==> config.mk <==
export PLATFORM = sky130hd
export DESIGN_NAME = isc_core
export DESIGN_NICKNAME = d
export VERILOG_FILES = /design/src/isc_pkg.sv /design/src/isc_core.sv
export SDC_FILE = /design/constraint.sdc
export NUM_CORES = 1
export LEC_CHECK = 0
export BUFFER_PORTS_ARGS = -buffer_cell sky130_fd_sc_hd__buf_4
export CORE_MARGIN = 10
export CORE_UTILIZATION = 35
export DETAILED_ROUTE_END_ITERATION = 8
export HOLD_SLACK_MARGIN = 0.12
export PLACE_DENSITY_LB_ADDON = 0.12
export SYNTH_ARGS = -nofsm -noshare
export SYNTH_HDL_FRONTEND = slang
export SYNTH_SLANG_ARGS = --single-unit
export TNS_END_PERCENT = 50
==> constraint.sdc <==
create_clock -name clk -period 6.5 [get_ports clk]
set_input_delay 0.325 -clock clk [delete_from_list [all_inputs] [get_ports clk]]
set_output_delay 0.325 -clock clk [all_outputs]
set_load 0.05 [all_outputs]
==> src/isc_pkg.sv <==
// shared constants and types for the instruction sequence control block
package isc_pkg;
  // time slots of one machine cycle, slot 1.1 = 0 up to slot 6.4 = 23
  localparam logic [4:0] T11 = 5'h00, T12 = 5'h01, T13 = 5'h02, T14 = 5'h03;
  localparam logic [4:0] T21 = 5'h04, T22 = 5'h05, T23 = 5'h06;
  localparam logic [4:0] T32 = 5'h09, T33 = 5'h0A;
  localparam logic [4:0] T41 = 5'h0C, T42 = 5'h0D, T43 = 5'h0E, T44 = 5'h0F;
  localparam logic [4:0] T51 = 5'h10, T52 = 5'h11, T53 = 5'h12, T54 = 5'h13;
  localparam logic [4:0] T61 = 5'h14, T62 = 5'h15, T63 = 5'h16, T64 = 5'h17;
  localparam logic [4:0] SLOT_RST = 5'h00;
  // function codes (octal 17..30)
  localparam logic [4:0] F_SKIP_ZERO = 5'h0F;  // skip_on_zero_count
  localparam logic [4:0] F_EXCHANGE  = 5'h10;  // exchange_acc_memory
  localparam logic [4:0] F_ADD_CONST = 5'h11;
  localparam logic [4:0] F_INC_MEM   = 5'h12;  // increment_memory
  localparam logic [4:0] F_COND_INC  = 5'h13;  // conditional_increment
  localparam logic [4:0] F_FLAG_SET  = 5'h14;  // flag_set_instruction
  localparam logic [4:0] F_FLAG_CLR  = 5'h15;  // flag_clear_instruction
  localparam logic [4:0] F_IDX_STORE = 5'h16;  // index_store, count_store
  localparam logic [4:0] F_IDX_LOAD  = 5'h17;  // index_load, count_load
  localparam logic [4:0] F_CLR_ADD   = 5'h18;  // clear_and_add
  localparam logic [4:0] MOD_BASE    = 5'h1F;  // modifier 37 octal
  localparam logic [13:0] FIXED_LOC  = 14'h0020;  // location 40 octal
  // gray coded along I, M, R, W, next instruction
  typedef enum logic [2:0] {
    SEQ_NONE = 3'h0,
    SEQ_I    = 3'h1,
    SEQ_M    = 3'h3,
    SEQ_R    = 3'h2,
    SEQ_W    = 3'h6,
    SEQ_NI   = 3'h7
  } isc_seq_type;
  localparam isc_seq_type SEQ_RST = SEQ_NI;
  // request to the core memory cycle
  typedef struct packed {
    logic        initiate;
    logic        strobe;
    logic        write;
    logic [13:0] addr;
    logic [23:0] wdata;
  } isc_mem_req_type;
endpackage

==> src/isc_core.sv <==
// instruction sequence control: fetch, modify, read and write sequencing
`timescale 1ns/1ps
// Operation
// - fetch: pc to address, start memory, pc+1 via adder, strobe, sum back to pc
// - end of fetch: clear inputs, split fetched word into X, modifier, function
// - modifier 37 on any op but add constant: low X to D, base index to X, word bits 9-13 to modifier
// - ordinary instructions go to read when modifier zero, else modify first
// - modify: address by modifier, adder into data, add index to form address
// - word count field is bits 14-20 for modifier zero, else bits 14-21
// - skip on zero count clears flag, sets it on zero count and bumps pc
// - exchange swaps accumulator and memory word, then writes old accumulator
// - timing chain steps happen only while the arithmetic timing chain runs
// - add constant: memory word plus modifier value, sum written back
// - increment: memory word plus one, sum written back to same address
// - conditional increment proceeds only when accumulator bits 23 and 24 differ
// - flag set sets flag each sequence, write addresses location 40
// - flag clear clears flag each sequence, read addresses location 40
// - index load with zero modifier clears then loads zeroth count from memory
// - index load ends on zero modifier, else writes at modifier address
// - index load with modifier 37 also reloads base index from adder
// - clear and add moves memory word through D into cleared accumulator
module isc_core (
  input  wire logic                     clk,
  input  wire logic                     srst,
  input  wire logic [23:0]              mem_rdata,
  input  wire logic                     atc_run,
  input  wire logic                     op_state_set,
  output isc_pkg::isc_mem_req_type      mem_req,
  output logic                          atc_start,
  output logic                          next_instruction_sequence,
  output isc_pkg::isc_seq_type          seq,
  output logic [4:0]                    slot,
  output logic [13:0]                   pc,
  output logic [24:0]                   acc,
  output logic [13:0]                   base_index,
  output logic [4:0]                    func,
  output logic [4:0]                    modifier,
  output logic [4:0]                    zeroth_count_reg,
  output logic                          op_state_bit,
  output logic                          bypass_next_flag,
  output logic                          fixed_location_flag
);
  import isc_pkg::*;

  logic [13:0] s;
  logic [23:0] x;
  logic [23:0] d;
  logic [23:0] z;
  logic [4:0]  fmod;
  logic [23:0] adder;
  isc_seq_type succ;
  logic        is_i, is_m, is_r, is_w;
  logic        idx_op, c37, cidx, chain_op, wc_zero, keep_sum;

  function automatic logic at(input logic [4:0] cur, input logic [4:0] want);
    return cur == want;
  endfunction

  // word count test: narrower field when no modifier
  function automatic logic count_zero(input logic [23:0] w, input logic [4:0] mod);
    return (mod == 5'h00) ? (w[20:14] == 7'h00) : (w[21:14] == 8'h00);
  endfunction

  assign adder    = x + d;
  assign is_i     = seq == SEQ_I;
  assign is_m     = seq == SEQ_M;
  assign is_r     = seq == SEQ_R;
  assign is_w     = seq == SEQ_W;
  assign idx_op   = func == F_SKIP_ZERO || func == F_IDX_STORE || func == F_IDX_LOAD;
  assign c37      = fmod == MOD_BASE && func != F_ADD_CONST;
  assign cidx     = idx_op && fmod == 5'h00;
  assign chain_op = func == F_EXCHANGE || func == F_CLR_ADD;
  // these reads leave X and D alone: their write sequence addresses by the held sum
  assign keep_sum = func == F_FLAG_CLR || func == F_IDX_STORE;
  assign wc_zero  = count_zero(z, modifier);

  ////////////////////////////////////////////////////////////////////////////
  // slot counter and sequence flags

  // one slot per clock; a full machine cycle is 24 clocks
  always_ff @(posedge clk) begin
    if (srst || at(slot, T64)) begin
      slot <= SLOT_RST;
    end else begin
      slot <= slot + 5'h01;
    end
  end

  // successor chosen at 5.4 so the flag may be empty for one slot
  always_ff @(posedge clk) begin
    if (srst) begin
      seq  <= SEQ_RST;
      succ <= SEQ_I;
    end else if (at(slot, T54)) begin
      seq <= SEQ_NONE;
      unique case (seq)
        SEQ_I: begin
          if (func == F_COND_INC && acc[23] == acc[24]) begin
            succ <= SEQ_NI;
          end else if (func == F_ADD_CONST) begin
            succ <= SEQ_R;
          end else if (idx_op) begin
            succ <= (c37 || fmod == 5'h00) ? SEQ_R : SEQ_M;
          end else if (func >= F_EXCHANGE && func <= F_CLR_ADD) begin
            succ <= (modifier == 5'h00) ? SEQ_R : SEQ_M;
          end else begin
            succ <= SEQ_NI;
          end
        end
        SEQ_M:  succ <= SEQ_R;
        SEQ_R: begin
          if (func == F_SKIP_ZERO || func == F_CLR_ADD) begin
            succ <= SEQ_NI;
          end else if (func == F_IDX_LOAD) begin
            succ <= (modifier == 5'h00) ? SEQ_NI : SEQ_W;
          end else begin
            succ <= SEQ_W;
          end
        end
        SEQ_W:    succ <= SEQ_NI;
        SEQ_NI:   succ <= SEQ_I;
        SEQ_NONE: succ <= succ;
        default:  succ <= SEQ_NI;
      endcase
    end else if (at(slot, T61)) begin
      seq <= succ;
    end
  end

  // the next instruction sequence itself lies outside; flag its start
  assign next_instruction_sequence = at(slot, T61) && succ == SEQ_NI;
  assign atc_start = is_r && chain_op && at(slot, T32);

  ////////////////////////////////////////////////////////////////////////////
  // memory cycle requests

  assign mem_req.initiate = at(slot, T12) && seq != SEQ_NONE && seq != SEQ_NI;
  assign mem_req.strobe   = at(slot, T22) && (is_i || is_m || is_r);
  assign mem_req.write    = is_w;
  assign mem_req.addr     = s;
  assign mem_req.wdata    = z;

  // address register
  always_ff @(posedge clk) begin
    if (srst) begin
      s <= 14'h0000;
    end else if (at(slot, T64)) begin
      if ((is_w && func == F_FLAG_SET) || (is_r && func == F_FLAG_CLR)) begin
        s <= FIXED_LOC;
      end else if (!(is_w && func >= F_EXCHANGE && func <= F_COND_INC)) begin
        s <= 14'h0000;
      end
    end else if (at(slot, T11)) begin
      if (is_i) begin
        s <= pc;
      end else if (is_m || (is_r && func == F_IDX_STORE)) begin
        s <= {9'h000, modifier};
      end else if (is_w && func == F_IDX_LOAD) begin
        s <= {9'h000, modifier};
      end else if ((is_r && func != F_FLAG_CLR)
                   || (is_w && (func == F_FLAG_CLR || func == F_IDX_STORE))) begin
        s <= adder[13:0];
      end
    end
  end

  // memory data register
  always_ff @(posedge clk) begin
    if (srst) begin
      z <= 24'h000000;
    end else if (at(slot, T64)) begin
      if (!is_w || (func >= F_EXCHANGE && func <= F_COND_INC)
          || (func == F_IDX_STORE && modifier == 5'h00)) begin
        z <= 24'h000000;
      end
    end else if (at(slot, T11)) begin
      if (is_m || (is_w && func >= F_ADD_CONST && func <= F_COND_INC)) begin
        z <= adder;
      end else if (is_w && func == F_IDX_STORE && modifier == 5'h00) begin
        z[4:0] <= zeroth_count_reg;
      end
    end else if (at(slot, T14) && is_m) begin
      z <= 24'h000000;
    end else if (at(slot, T21) && is_w && func == F_EXCHANGE) begin
      z <= x;
    end else if (mem_req.strobe) begin
      z <= mem_rdata;
    end
  end

  ////////////////////////////////////////////////////////////////////////////
  // adder inputs

  always_ff @(posedge clk) begin
    if (srst) begin
      x <= 24'h000000;
    end else if (at(slot, T12) && (is_i || is_m)) begin
      x <= 24'h000000;
    end else if (at(slot, T13) && is_i) begin
      x <= {10'h000, pc};
    end else if (at(slot, T13) && is_m) begin
      x <= {10'h000, z[13:0]};
    end else if (at(slot, T32) && (is_i || is_m || (is_r && !keep_sum))) begin
      x <= 24'h000000;
    end else if (at(slot, T33) && (is_i || is_m || (is_r && func == F_IDX_LOAD))) begin
      x <= {10'h000, z[13:0]};
    end else if (at(slot, T33) && is_r && !keep_sum) begin
      x <= z;
    end else if (at(slot, T42) && ((is_i && (c37 || cidx)) || (is_r && chain_op && atc_run))) begin
      x <= 24'h000000;
    end else if (at(slot, T43) && is_i && c37) begin
      x <= {10'h000, base_index};
    end else if (at(slot, T43) && is_r && chain_op && atc_run) begin
      x <= acc[23:0];
    end else if (at(slot, T52) && is_r && func == F_SKIP_ZERO && wc_zero) begin
      x <= 24'h000000;
    end else if (at(slot, T53) && is_r && func == F_SKIP_ZERO && wc_zero) begin
      x <= {10'h000, pc};
    end
  end

  always_ff @(posedge clk) begin
    if (srst) begin
      d <= 24'h000000;
    end else if (at(slot, T12) && (is_i || is_m)) begin
      d <= 24'h000000;
    end else if (at(slot, T13) && is_i) begin
      d <= 24'h000001;
    end else if (at(slot, T21) && is_m) begin
      d <= x;
    end else if (at(slot, T32) && (is_i || (is_r && func != F_SKIP_ZERO && !keep_sum))) begin
      d <= 24'h000000;
    end else if (at(slot, T33) && is_r && func == F_ADD_CONST) begin
      d <= {19'h00000, modifier};
    end else if (at(slot, T33) && is_r && (func == F_INC_MEM || func == F_COND_INC)) begin
      d <= 24'h000001;
    end else if (at(slot, T41) && is_i && (c37 || cidx)) begin
      d <= {15'h0000, x[8:0]};
    end else if (at(slot, T41) && is_r && chain_op && atc_run) begin
      d <= (func == F_EXCHANGE) ? ~x : x;
    end else if (at(slot, T52) && is_r && func == F_SKIP_ZERO && wc_zero) begin
      d <= 24'h000000;
    end else if (at(slot, T53) && is_r && func == F_SKIP_ZERO && wc_zero) begin
      d <= 24'h000001;
    end
  end

  ////////////////////////////////////////////////////////////////////////////
  // program counter, function and modifier

  // skip is applied during the following next instruction sequence
  always_ff @(posedge clk) begin
    if (srst) begin
      pc <= 14'h0000;
    end else if ((at(slot, T22) && is_i)
                 || (at(slot, T62) && seq == SEQ_NI && func == F_SKIP_ZERO && bypass_next_flag)) begin
      pc <= 14'h0000;
    end else if ((at(slot, T23) && is_i)
                 || (at(slot, T63) && seq == SEQ_NI && func == F_SKIP_ZERO && bypass_next_flag)) begin
      pc <= adder[13:0];
    end
  end

  always_ff @(posedge clk) begin
    if (srst) begin
      func     <= 5'h00;
      modifier <= 5'h00;
      fmod     <= 5'h00;
    end else if (at(slot, T32) && is_i) begin
      func     <= 5'h00;
      modifier <= 5'h00;
    end else if (at(slot, T33) && is_i) begin
      modifier <= z[18:14];
      func     <= z[23:19];
      fmod     <= z[18:14];
    end else if (at(slot, T42) && is_i && (c37 || cidx)) begin
      modifier <= 5'h00;
    end else if (at(slot, T43) && is_i && (c37 || cidx)) begin
      modifier <= z[13:9];
    end
  end

  // op state bit: the external set wins over the fetch clear
  always_ff @(posedge clk) begin
    if (srst) begin
      op_state_bit <= 1'b0;
    end else if (op_state_set) begin
      op_state_bit <= 1'b1;
    end else if (at(slot, T33) && is_i) begin
      op_state_bit <= 1'b0;
    end
  end

  ////////////////////////////////////////////////////////////////////////////
  // accumulator, base index, zeroth count, flags

  always_ff @(posedge clk) begin
    if (srst) begin
      acc <= 25'h0000000;
    end else if (at(slot, T44) && is_r && chain_op && atc_run) begin
      acc <= 25'h0000000;
    end else if (at(slot, T51) && is_r && chain_op && atc_run) begin
      acc <= (func == F_EXCHANGE) ? {~d[23], ~d} : {d[23], d};
    end
  end

  always_ff @(posedge clk) begin
    if (srst) begin
      base_index <= 14'h0000;
    end else if (is_w && func == F_IDX_LOAD && modifier == MOD_BASE) begin
      if (at(slot, T62)) begin
        base_index <= 14'h0000;
      end else if (at(slot, T63)) begin
        base_index <= adder[13:0];
      end
    end
  end

  always_ff @(posedge clk) begin
    if (srst) begin
      zeroth_count_reg <= 5'h00;
    end else if (is_r && func == F_IDX_LOAD && modifier == 5'h00) begin
      if (at(slot, T43)) begin
        zeroth_count_reg <= 5'h00;
      end else if (at(slot, T44)) begin
        zeroth_count_reg <= z[4:0];
      end
    end
  end

  always_ff @(posedge clk) begin
    if (srst) begin
      bypass_next_flag <= 1'b0;
    end else if (at(slot, T44) && is_r && func == F_SKIP_ZERO && wc_zero) begin
      bypass_next_flag <= 1'b1;
    end else if (at(slot, T64) && is_r && func == F_SKIP_ZERO) begin
      bypass_next_flag <= 1'b0;
    end
  end

  always_ff @(posedge clk) begin
    if (srst) begin
      fixed_location_flag <= 1'b0;
    end else if (at(slot, T53) && (is_i || is_m || is_r || is_w)) begin
      if (func == F_FLAG_SET) begin
        fixed_location_flag <= 1'b1;
      end else if (func == F_FLAG_CLR) begin
        fixed_location_flag <= 1'b0;
      end
    end
  end

  ////////////////////////////////////////////////////////////////////////////
  // assertions

  property p_fetch_addr;
    @(posedge clk) disable iff (srst)
    (is_i && at(slot, T11)) |=> (mem_req.addr == $past(pc)) && mem_req.initiate;
  endproperty
  a_fetch_addr: assert property (p_fetch_addr) else $error("fetch address wrong");

  property p_fetch_split;
    @(posedge clk) disable iff (srst)
    (is_i && at(slot, T33)) |=> func == $past(z[23:19]) && fmod == $past(z[18:14]);
  endproperty
  a_fetch_split: assert property (p_fetch_split) else $error("fetch split wrong");

  property p_base_mod;
    @(posedge clk) disable iff (srst)
    (is_i && at(slot, T41) && c37 && !idx_op) |-> ##3 x == {10'h000, base_index};
  endproperty
  a_base_mod: assert property (p_base_mod) else $error("base index not loaded");

  property p_read_next;
    @(posedge clk) disable iff (srst)
    (is_i && at(slot, T54) && func == F_CLR_ADD && modifier == 5'h00) |-> ##2 seq == SEQ_R;
  endproperty
  a_read_next: assert property (p_read_next) else $error("read sequence not entered");

  property p_skip_set;
    @(posedge clk) disable iff (srst)
    (is_r && at(slot, T44) && func == F_SKIP_ZERO && wc_zero) |=> bypass_next_flag;
  endproperty
  a_skip_set: assert property (p_skip_set) else $error("skip flag not set");

  property p_chain_gate;
    @(posedge clk) disable iff (srst)
    (is_r && chain_op && at(slot, T44) && !atc_run) |=> $stable(acc);
  endproperty
  a_chain_gate: assert property (p_chain_gate) else $error("accumulator moved");

  property p_cond_inc;
    @(posedge clk) disable iff (srst)
    (is_i && at(slot, T54) && func == F_COND_INC && acc[23] == acc[24]) |-> ##2 seq == SEQ_NI;
  endproperty
  a_cond_inc: assert property (p_cond_inc) else $error("increment not skipped");

  property p_fixed_addr;
    @(posedge clk) disable iff (srst)
    (is_w && func == F_FLAG_SET && at(slot, T12)) |-> mem_req.addr == FIXED_LOC;
  endproperty
  a_fixed_addr: assert property (p_fixed_addr) else $error("fixed location missed");

  property p_count_load;
    @(posedge clk) disable iff (srst)
    (is_r && at(slot, T44) && func == F_IDX_LOAD && modifier == 5'h00)
      |=> zeroth_count_reg == $past(z[4:0]);
  endproperty
  a_count_load: assert property (p_count_load) else $error("count not loaded");

  property p_seq_gap;
    @(posedge clk) disable iff (srst)
    at(slot, T54) |=> seq == SEQ_NONE ##1 seq != SEQ_NONE;
  endproperty
  a_seq_gap: assert property (p_seq_gap) else $error("sequence handover wrong");

  c_skip: cover property (@(posedge clk) disable iff (srst)
    is_r && func == F_SKIP_ZERO && at(slot, T44) && wc_zero);
  c_exch: cover property (@(posedge clk) disable iff (srst)
    is_w && func == F_EXCHANGE && at(slot, T21));
  c_base: cover property (@(posedge clk) disable iff (srst)
    is_w && func == F_IDX_LOAD && modifier == MOD_BASE && at(slot, T63));
  c_modify: cover property (@(posedge clk) disable iff (srst) is_m && at(slot, T22));
endmodule

After elaboration in Yosys (flattened, before gate mapping) --
Index checks and enable logic that the tools add are counted.
Word-level totals: register bits 173, bits in latches 0, memory bits (writable) 0, ROM bits 0, input bits 28, output and inout bits 122, word-level logic and storage cells 290, memories 0
Operators by class: add/subtract/negate cells 2, multipliers 0, divide/modulo/power cells 0, magnitude comparators 4, equal/unequal tests 47, shift-type cells 0, multiplexer cells 64, bitwise operators 5, reduce and logical (&&, ||, !) cells 148
Operators by type and width (count):
- 2-to-1 mux 24 bit | 21
- 2-to-1 mux 14 bit | 14
- == test 5 bit, second input constant | 19
- logical AND 1 bit | 87
- inverter 24 bit | 2
- == test 5 x 4 -> 1 bit, second input constant | 7
- 2-to-1 mux 5 bit | 7
- 2-to-1 mux 25 bit | 1
- adder 24 bit | 1
- logical OR 1 bit | 24
- 2-to-1 mux 19 bit | 1
- 2-to-1 mux 3 bit | 6
- == test 5 x 3 -> 1 bit, second input constant | 3
- logical NOT 5 bit | 3
- case mux 3 bit (5 select lines) | 1
- nonzero test 2 bit | 7
- 2-to-1 mux 1 bit | 13
- == test 5 x 2 -> 1 bit, second input constant | 2
- greater-or-equal comparator 5 bit, second input constant | 2
- <= comparator 5 bit, second input constant | 2
- != test 5 bit, second input constant | 2
- AND reduction 2 bit | 5
- nonzero test 10 bit | 1
- nonzero test 5 bit | 2
- 24 further kinds | 37

Longest topological paths before layout --
Gate-level depths: netlist (run 1).
depth after elaboration 14, mapped depth 12, gate-level depth less buffers 10

Least setup slack after synthesis (run 1) --
No wires, ideal clock.
kind register -> register, start point register slot[0], end point register z[15], setup time 0.075 ns, arrival time 3.890 ns, data required time 6.425 ns, setup slack 2.535 ns, cell stages (with the launch flop) 11, path buffers 2, clock period less this slack 3.965 ns, path through dfxtp_1 > ha_1 > nand2b_1 > nor4b_1 > or3b_1 > clkbuf_1 > nand2_2 > buf_2 > nor3_2 > a21oi_1 > o22ai_1
RTL lines:
- start, declared | RTL line isc_core.sv:32 | output logic [4:0] slot,
- start signal, assigned | RTL line isc_core.sv:85 | slot <= slot + 5'h01;
- end signal, assigned | RTL line isc_core.sv:178 | z <= adder;
- end signal, assigned | RTL line isc_core.sv:187 | z <= mem_rdata;
- end, declared | RTL line isc_core.sv:48 | logic [23:0] z;

Final worst setup path (run 1) --
start point register seq[2], end point register x[0]
On the way: cells in the longest elaborated chain, start to end 13, elaborated cells between the ends (all ways) 42, classes of those cells eq/ne (3); mux (9); reduce/logical (30)
RTL lines:
- start, declared | RTL line isc_core.sv:31 | output isc_pkg::isc_seq_type seq,
- start signal, assigned | RTL line isc_core.sv:126 | seq <= succ;
- == test 3 x 2 -> 1 bit | RTL line isc_core.sv:67 | assign is_r = seq == SEQ_R;
- logical AND 1 bit (3 in series) | RTL line isc_core.sv:215 | end else if (at(slot, T52) && is_r && func == F_SKIP_ZERO && wc_zero) begin
- 2-to-1 mux 24 bit | RTL line isc_core.sv:215
- 2-to-1 mux 24 bit | RTL line isc_core.sv:213 | end else if (at(slot, T43) && is_r && chain_op && atc_run) begin
- 2-to-1 mux 24 bit | RTL line isc_core.sv:211 | end else if (at(slot, T43) && is_i && c37) begin
- 2-to-1 mux 24 bit | RTL line isc_core.sv:209 | end else if (at(slot, T42) && ((is_i && (c37 || cidx)) || (is_r && chain_op && atc_run))) begin
- 2-to-1 mux 24 bit | RTL line isc_core.sv:207 | end else if (at(slot, T33) && is_r && !keep_sum) begin
- 2-to-1 mux 14 bit | RTL line isc_core.sv:205 | end else if (at(slot, T33) && (is_i || is_m || (is_r && func == F_IDX_LOAD))) begin
- 2-to-1 mux 14 bit | RTL line isc_core.sv:203 | end else if (at(slot, T32) && (is_i || is_m || (is_r && !keep_sum))) begin
- 2-to-1 mux 14 bit | RTL line isc_core.sv:201 | end else if (at(slot, T13) && is_m) begin
- 2-to-1 mux 14 bit | RTL line isc_core.sv:199 | end else if (at(slot, T13) && is_i) begin
- end signal, assigned | RTL line isc_core.sv:200 | x <= {10'h000, pc};
- end signal, assigned | RTL line isc_core.sv:202 | x <= {10'h000, z[13:0]};
- end signal, assigned | RTL line isc_core.sv:206 | x <= {10'h000, z[13:0]};
- end, declared | RTL line isc_core.sv:46 | logic [23:0] x;
Several ways; a longest one is shown, not always the timed one. A chain may end at the register's enable or synchronous reset.

==> results summary, run 1 <==
The critical path goes through nor3b_1, buf_4, nand3_1, o22ai_1, or3b_1, nor4b_4, nand2b_4, o22ai_1. The maximum fanout count along the critical path came out at 26. The final RePlAce weighted congestion is 0.927. In the final routed layout, each cell accounts on average for 23.5 µm. The post-cts gate resize count is 0. The number of maximum-capacitance violations is 0.

The final cell count without fillers came out at ~1,800. The setup TNS after final layout is 0 ns. The worst slew margin relative to its limit came out at about 15%.

The total core area is around 29,000 µm². The number of cells on the worst reg-to-reg path is 8. The number of top-level pins is 150.

Compared with the post-synthesis result, the final layout area differs by 18.9%. The worst register-to-register path begins at seq[2]. Sequential cells burn 46.4% of the power. Timing would allow up to 264 MHz. In this run switching power makes up 30.0% of total power. Global routing finished with a remaining overflow of 0. Among the stages of the critical path, the cell type that occurs most often is sky130_fd_sc_hd__o22ai_1. The clock latency reported for the late side of the worst-skew pair is 0.45 ns. The switching power summed over all nets is 705 µW. The minimum setup slack after placement came out at 2.83 ns. The number of I/O port buffers is 149. Along the worst hold path, the cell count comes to 3. The height of the die is 191 µm. The fraction of the cycle the final worst path needs came out at 58.3%. The smallest clock period supported by the final layout is computed as 3.79 ns. Setup repair after global routing left no endpoint under its margin. The slowest stage of the critical path belongs to the cell sky130_fd_sc_hd__dfxtp_1. The highest cell delay on the worst timing path is 0.84 ns.

In this run, placement finished with an instance count of 1,742. The number of flops mapped to enable cells by yosys came out at 0. The count of unresolved DRC violations after routing came out at 0.

The first global-routing pass estimated 62.8 mm of wire. CTS placed an instance of sky130_fd_sc_hd__clkbuf_16 at the clock tree root. In this run the worst hold path is classified as primary input to flip-flop. The number of different library cells in the post-synthesis netlist is 83.

The detail route stage leaves a number of antenna-violating nets equal to 0. Setup slack on the critical path of the routed design comes to 2.71 ns. The clock transition at the register clock pins on the worst setup and hold paths after CTS came out at 0.08 ns. The clock network accounts for 45.1% of the total power. The total power density per cell area came out at ~190 nW/µm². The synthesized net count came out at 1,336.

The die span in x came out at 191 µm. The detailed router placed 10,400 vias in this run. The clock buffer count from CTS came out at 17. Hold is met by 0.216 ns. Entering global routing, the biggest net connects 73 pins.

The final number of max-transition violations came out at 0. After the last flow step, the layout net total stands at 1,435. The worst setup path is captured at a flip-flop. The count of endpoints failing hold in the final timing report came to 0.

The total leakage power is 0.00480 µW. The share of synthesized flip-flops with an asynchronous set or reset came out at 0%. Each instance of the synthesized netlist takes up on average between 8 and 9 µm². After detailed routing, the number of vias per cell comes to 5.86. The number of antenna diodes in the final layout is 0.

STA classifies the critical path startpoint as a flip-flop. The worst hold path startpoint is mem_rdata[8]. The end-of-flow core utilization is 42.3%. Synthesis produced between 1,000 and 1,500 cells.

The worst hold path terminates at z[8]. For this block, the routed nets add up to 41.7 mm of wire. The endpoint required time on the critical path came out at between 6 and 7 ns. The largest clock skew in the final design came out at 0.0159 ns. The worst supply voltage drop on vdd is 155 µV. The effective utilization at floorplan came out at 35.6%. The number of antenna violations at the first check in global routing came to 0. The type of the worst setup path is flip-flop to flip-flop.

The fraction of the yosys area taken by sequential cells is 33.5%. In this run the register-to-register setup slack is 2.71 ns. The number of synthesized register bits is 172. The length of the first detailed-routing pass in iterations is 6. The maximum root-to-sink buffer count is 2. The flow ran to the end, and the final reports show no timing, DRC or antenna violations. The number of DRC markers after the initial detailed-route iteration came out at 1,044. The endpoint of the worst-slack reg-to-reg timing path is x[0]. The proportion of layout cells with a drive suffix above 1 came out at 16.5%. The flip-flop cell with the highest count after synthesis is sky130_fd_sc_hd__dfxtp_1.

Global routing consumed, over all layers together, between 20% and 30% of the routing resources. The pin slew with the least headroom to its limit is 1.28 ns. The via count of the first global-routing pass came out at 9,830. The combinational power share came out at 8.5%.

The die footprint came out at 36,600 µm². The CTS tree is built. The critical path arrival came out at roughly 4.1 ns. The number of post-CTS setup repair buffers came out at 0. The synthesized cell area is 10,300 µm². The number of placement rows is 62. The wire-length estimate of the detail-placed layout is 31.0 mm. For this design, the sink count on the clock tree is around 170.

The number of synthesis warnings is 0. Setup violations remaining at the end of the flow were counted as 0. Internal power comes to 1640 µW. The H-tree was split into 4 levels.
==> worst max-delay path: cells and delay by family (launching register included) <==
kind | cells | cell delay [ns]
AND/OR/NAND/NOR | 5 | 2.06
flip-flops | 1 | 0.84
AO/OA/AOI/OAI | 2 | 0.52
buffers and inverters | 1 | 0.22
==> what timing repair did <==
action                                 4_1_cts  5_1_grt
hold buffers                                 1        0
setup endpoints to repair                    0        0
endpoints found under the hold margin        1        0
==> logic make-up after synthesis <==
family	after synthesis	share of synthesized area [%]
simple gates	463	22.6
compound gates	401	26.2
flops	172	33.5
buf+inv	112	4.72
mux	52	5.08
xor+xnor	50	4.26
fa+ha+maj	29	3.60
==> per-layer routing <==
metal,vias to the layer above,routed length [µm],GRT usage (%)
met5,-,0,0
met2,421,19000,35.3
met1,5023,18700,30.1
met3,59,3180,3.59
li1,4895,-,-
met4,0,774,6.01
==> worst max path at each step <==
stage | from | cells past startpoint | endpoint | slack (ns)
3_5_place_dp | seq[2] | 8 | x[0] | 2.83
2_1_floorplan | slot[0] | 10 | z[15] | 2.54
4_1_cts | seq[2] | 8 | x[0] | 2.79
6_report | seq[2] | 8 | x[0] | 2.71
5_1_grt | seq[2] | 8 | x[0] | 2.41
3_3_place_gp | seq[2] | 8 | x[7] | 2.92
==> layout make-up <==
class / count / area [µm²]
fill: 3014 / 16600
multi-input combinational: 995 / 6370
sequential: 172 / 3440
timing repair buffer: 162 / 1220
tap: 384 / 480
clock buffer: 17 / 425
clock inverter: 15 / 168
inverter: 30 / 113
==> layout by cell type (no fill, tap or decap), types with 8 or more instances in the layout <==
cell	instances
sky130_fd_sc_hd__xor2_1	17
sky130_fd_sc_hd__o211ai_1	8
sky130_fd_sc_hd__mux2i_1	51
sky130_fd_sc_hd__o21ai_0	43
sky130_fd_sc_hd__a21o_1	15
sky130_fd_sc_hd__a21oi_1	113
sky130_fd_sc_hd__a211oi_1	37
sky130_fd_sc_hd__nand2b_1	16
sky130_fd_sc_hd__clkbuf_16	17
sky130_fd_sc_hd__nor3_1	25
sky130_fd_sc_hd__nand3b_1	11
sky130_fd_sc_hd__or3_1	12
sky130_fd_sc_hd__nor2_1	178
sky130_fd_sc_hd__a22oi_1	79
sky130_fd_sc_hd__nand3_1	35
sky130_fd_sc_hd__ha_1	28
sky130_fd_sc_hd__nand2_1	85
sky130_fd_sc_hd__or2_2	9
sky130_fd_sc_hd__nand4_1	12
sky130_fd_sc_hd__and3_1	17
sky130_fd_sc_hd__and2_1	10
sky130_fd_sc_hd__dfxtp_1	172
sky130_fd_sc_hd__xnor2_1	33
sky130_fd_sc_hd__buf_4	161
sky130_fd_sc_hd__o31ai_1	18
sky130_fd_sc_hd__o22ai_1	26
sky130_fd_sc_hd__inv_1	30
==> power groups by stage <==
stage | clock network, µW | logic, µW | registers, µW
after CTS | 1070 | 198 | 1090
after global routing | 1110 | 211 | 1090
after floorplan | 0 | 89.9 | 1140
after detailed placement | 0 | 197 | 1110
final | 1060 | 199 | 1090
after global placement | 0 | 197 | 1110
==> through the flow <==
stage	instance area, µm²	power [µW]
2_1_floorplan	10300	1230
3_3_place_gp	11600	1310
3_5_place_dp	11600	1310
4_1_cts	12200	2360
5_1_grt	12200	2410
6_report	12200	2350
==> Yosys cell counts, types with 15 or more instances <==
cell type / n / area (µm²)
sky130_fd_sc_hd__a211oi_1: 37 / 278
sky130_fd_sc_hd__a21o_1: 15 / 113
sky130_fd_sc_hd__a21oi_1: 113 / 566
sky130_fd_sc_hd__a22oi_1: 79 / 593
sky130_fd_sc_hd__and3_1: 17 / 106
sky130_fd_sc_hd__buf_2: 27 / 135
sky130_fd_sc_hd__clkbuf_1: 42 / 158
sky130_fd_sc_hd__dfxtp_1: 172 / 3440
sky130_fd_sc_hd__ha_1: 28 / 350
sky130_fd_sc_hd__inv_1: 30 / 113
sky130_fd_sc_hd__mux2i_1: 51 / 510
sky130_fd_sc_hd__nand2_1: 85 / 319
sky130_fd_sc_hd__nand2b_1: 16 / 100
sky130_fd_sc_hd__nand3_1: 35 / 175
sky130_fd_sc_hd__nor2_1: 179 / 672
sky130_fd_sc_hd__nor3_1: 26 / 130
sky130_fd_sc_hd__o21ai_0: 45 / 225
sky130_fd_sc_hd__o22ai_1: 26 / 163
sky130_fd_sc_hd__o31ai_1: 18 / 135
sky130_fd_sc_hd__xnor2_1: 33 / 289
sky130_fd_sc_hd__xor2_1: 17 / 149
Note: power is estimated with default switching activity, not from simulation.
==> run 2, diff against run 1 <==
- clock period: 6.5 -> 3.7 ns (I/O delays scaled with it)
==> results summary, run 2 (synthesis gave the netlist of run 1 again) <==
The worst setup slack after layout came to 0.487 ns (-2.22 ns). The minimum setup slack after placement came out at 0.562 ns (-2.27 ns). In this run the critical register-to-register path is captured at x[3]. STA classifies the critical path startpoint as a flip-flop. The type of the worst setup path is flip-flop to flip-flop.

The final number of max-transition violations is 0 (unchanged). The worst setup slack for register-to-register paths is 0.49 ns (-2.22 ns). The largest net degree at the start of global routing is 73 (unchanged).

Tracing the worst setup path back leads to its startpoint at func[4]. The height of the die came to 191 µm (unchanged). The class of the worst hold path is primary input to flip-flop. The average wire per standard cell is 23.2 µm (-1.2%).

The fraction of the cycle the final worst path needs was 86.8% (+29 points). The total core area came out at 28,900 µm² (unchanged). The worst supply voltage drop on vdd came out at 325 µV (+110%). The total track usage was 22.5% (+0.35 points). The number of fill cells in the layout is 3,033 (+0.63%).

The maximum clock rate is 311 MHz (+18%). The first-pass GRT wire length came to 63.4 mm (+1.0%). The setup TNS after final layout is 0 ns (unchanged). The clock transition at the register clock pins on the worst setup and hold paths after CTS is 0.08 ns (about the same).

The number of failing setup endpoints in the final timing report came out at 0 (unchanged). The number of antenna violations at the first check in global routing is 0 (unchanged). The total grt overflow is 0 (unchanged). The maximum fanout count along the critical path came out at 16 (-38%). The largest clock skew in the final design is 0.0161 ns (+0.000224 ns). The pin slew with the least headroom to its limit was 1.19 ns (-0.0854 ns). The total power density per cell area is 330 nW/µm² (+72%). The count of H-tree levels built during CTS is 4 (unchanged). The count of endpoints failing hold in the final timing report came out at 0 (unchanged).

The via count of the first global-routing pass is 10,100 (+2.7%). The flow ran to the end, and the final reports show no timing, DRC or antenna violations. The number of post-CTS setup repair buffers came out at 0 (unchanged).

The number of cells traversed by the worst register-to-register path is 7 (-1). The number of placement rows is 62 (unchanged). The number of vias per cell came out at 5.75 (-1.8%). The final layout net count came out at 1,479 (+3.1%). The critical path arrival is 3.53 ns (-0.56 ns). The die span in x is 191 µm (unchanged). The count of unresolved DRC violations after routing is 0 (unchanged). The clock buffer count from CTS came out at 17 (unchanged). Clock tree synthesis selected as its root buffer the cell sky130_fd_sc_hd__clkbuf_16.

Setup repair after global routing left no endpoint under its margin. The final period demand of the worst path came out at 3.21 ns (-0.576 ns). The proportion of layout cells with a drive suffix above 1 came out at 18.8% (+2.4 points). The final RePlAce weighted congestion came out at 0.913 (-1.5%). The endpoint required time on the critical path is 4.02 ns (-2.78 ns).

The total wire length came to 42.3 mm (+1.2%). The effective utilization at floorplan is 35.6% (unchanged). The worst slew margin relative to its limit is 20.1% (+5.2 points). The total leakage power was 0.00502 µW (+4.6%).

In this run the critical register-to-register path is launched from func[4]. The number of stages on the worst hold path is 5 (+2). The commonest non-fill, non-tap cell in the layout is sky130_fd_sc_hd__buf_4.

The number of I/O port buffers came to 149 (unchanged). The signed area change from the synthesized netlist to the final layout is 22.4%. Following the worst setup path forward leads to its endpoint at x[3].

The number of DRC markers after the initial detailed-route iteration is 909 (-13%). The number of top-level pins is 150 (unchanged). The number of maximum-capacitance violations came out at 0 (unchanged). The cell area after placement came to 11,900 µm² (+2.7%).

The number of antenna cells inserted came out at 0 (unchanged). The vias after detailed routing is 10,500 (+0.64%). The CTS tree is built. The maximum root-to-sink buffer count came out at 2 (unchanged). The length of the first detailed-routing pass in iterations came out at 7 (+1). STA classifies the critical path endpoint as a flip-flop. The die footprint is 36,600 µm² (unchanged).

The number of clock sinks seen by CTS came out at 172 (unchanged). In the layout the commonest cells are 200 x sky130_fd_sc_hd__buf_4, 178 x sky130_fd_sc_hd__nor2_1, 172 x sky130_fd_sc_hd__dfxtp_1. The number of nets with antenna violations after routing is 0 (unchanged).

The multi-input logic area is 6380 µm² (about the same). The post-route cell area came out at 12,600 µm² (+3.0%). The flip-flop and latch area was 3440 µm² (unchanged). The placed wire-length estimate came out at 32.3 mm (+4.1%). The clock latency reported for the late side of the worst-skew pair came out at 0.45 ns (about the same).
run 2: cell count changes in the layout (fill, tap and decap cells not counted):
cell | previous run | this run
sky130_fd_sc_hd__nor4b_1 | 3 | 2
sky130_fd_sc_hd__inv_6 | 2 | 1
sky130_fd_sc_hd__nor4b_2 | 1 | 2
sky130_fd_sc_hd__clkinv_2 | 0 | 1
sky130_fd_sc_hd__dlygate4sd3_1 | 1 | 5
sky130_fd_sc_hd__clkinv_8 | 3 | 4
sky130_fd_sc_hd__clkinv_4 | 3 | 2
sky130_fd_sc_hd__buf_4 | 161 | 200
sky130_fd_sc_hd__buf_12 | 0 | 1
run 2: repair_timing:
action,4_1_cts,5_1_grt
hold buffers,5,0
gates resized for setup,0,0
endpoints found under the hold margin,5,0
endpoints found under the setup margin,0,0
run 2: critical path, cell delays in order, from the launching register on:
cell                       delay, ns
sky130_fd_sc_hd__dfxtp_1        0.52
sky130_fd_sc_hd__nor3b_4        0.38
sky130_fd_sc_hd__a211o_1        0.31
sky130_fd_sc_hd__o22ai_1        0.16
sky130_fd_sc_hd__or3b_1         0.46
sky130_fd_sc_hd__nor4b_4        0.77
sky130_fd_sc_hd__nand2b_4       0.38
sky130_fd_sc_hd__o22ai_1        0.10
run 2: report_power, final:
group | leakage (µW) | switching, µW | internal [µW]
Combinational | 0.00334 | 257 | 120
Clock | 0.000290 | 956 | 914
Sequential | 0.00139 | 36.0 | 1870
Total | 0.00502 | 1250 | 2900
run 2: worst min-delay path by stage:
stage	slack, ns	end	startpoint
after floorplan	0.30	op_state_bit	op_state_set
after global routing	0.20	z[22]	mem_rdata[22]
after detailed placement	0.41	op_state_bit	op_state_set
after global placement	0.39	op_state_bit	op_state_set
final	0.16	z[18]	mem_rdata[18]
after CTS	0.14	z[18]	mem_rdata[18]
run 2: per-layer routing:
layer / global-route usage [%] / up-vias / wire length, µm
li1: - / 4979 / -
met1: 30.2 / 5064 / 19300
met2: 36.2 / 386 / 19200
met3: 4.87 / 36 / 3230
met4: 4.54 / 0 / 525
met5: 0 / - / 0
run 2: per-stage QoR:
step	hold WS, ns	util, %	instances	power [µW]
detailed placement	0.412	41.4	1782	2320
finish	0.157	43.6	1819	4150
CTS	0.144	43.6	1819	4180
global placement	0.392	41.4	1782	2320
global route	0.205	43.6	1819	4270
floorplan	0.302	-	1279	2160
run 2: area by class of cell:
| cell class | count | area share [%] |
|---|---|---|
| clock buffer | 17 | 3.38 |
| sequential | 172 | 27.4 |
| inverter | 30 | 0.895 |
| tap | 384 | 3.82 |
| multi-input combinational | 995 | 50.7 |
| timing repair buffer | 206 | 12.5 |
| clock inverter | 15 | 1.36 |
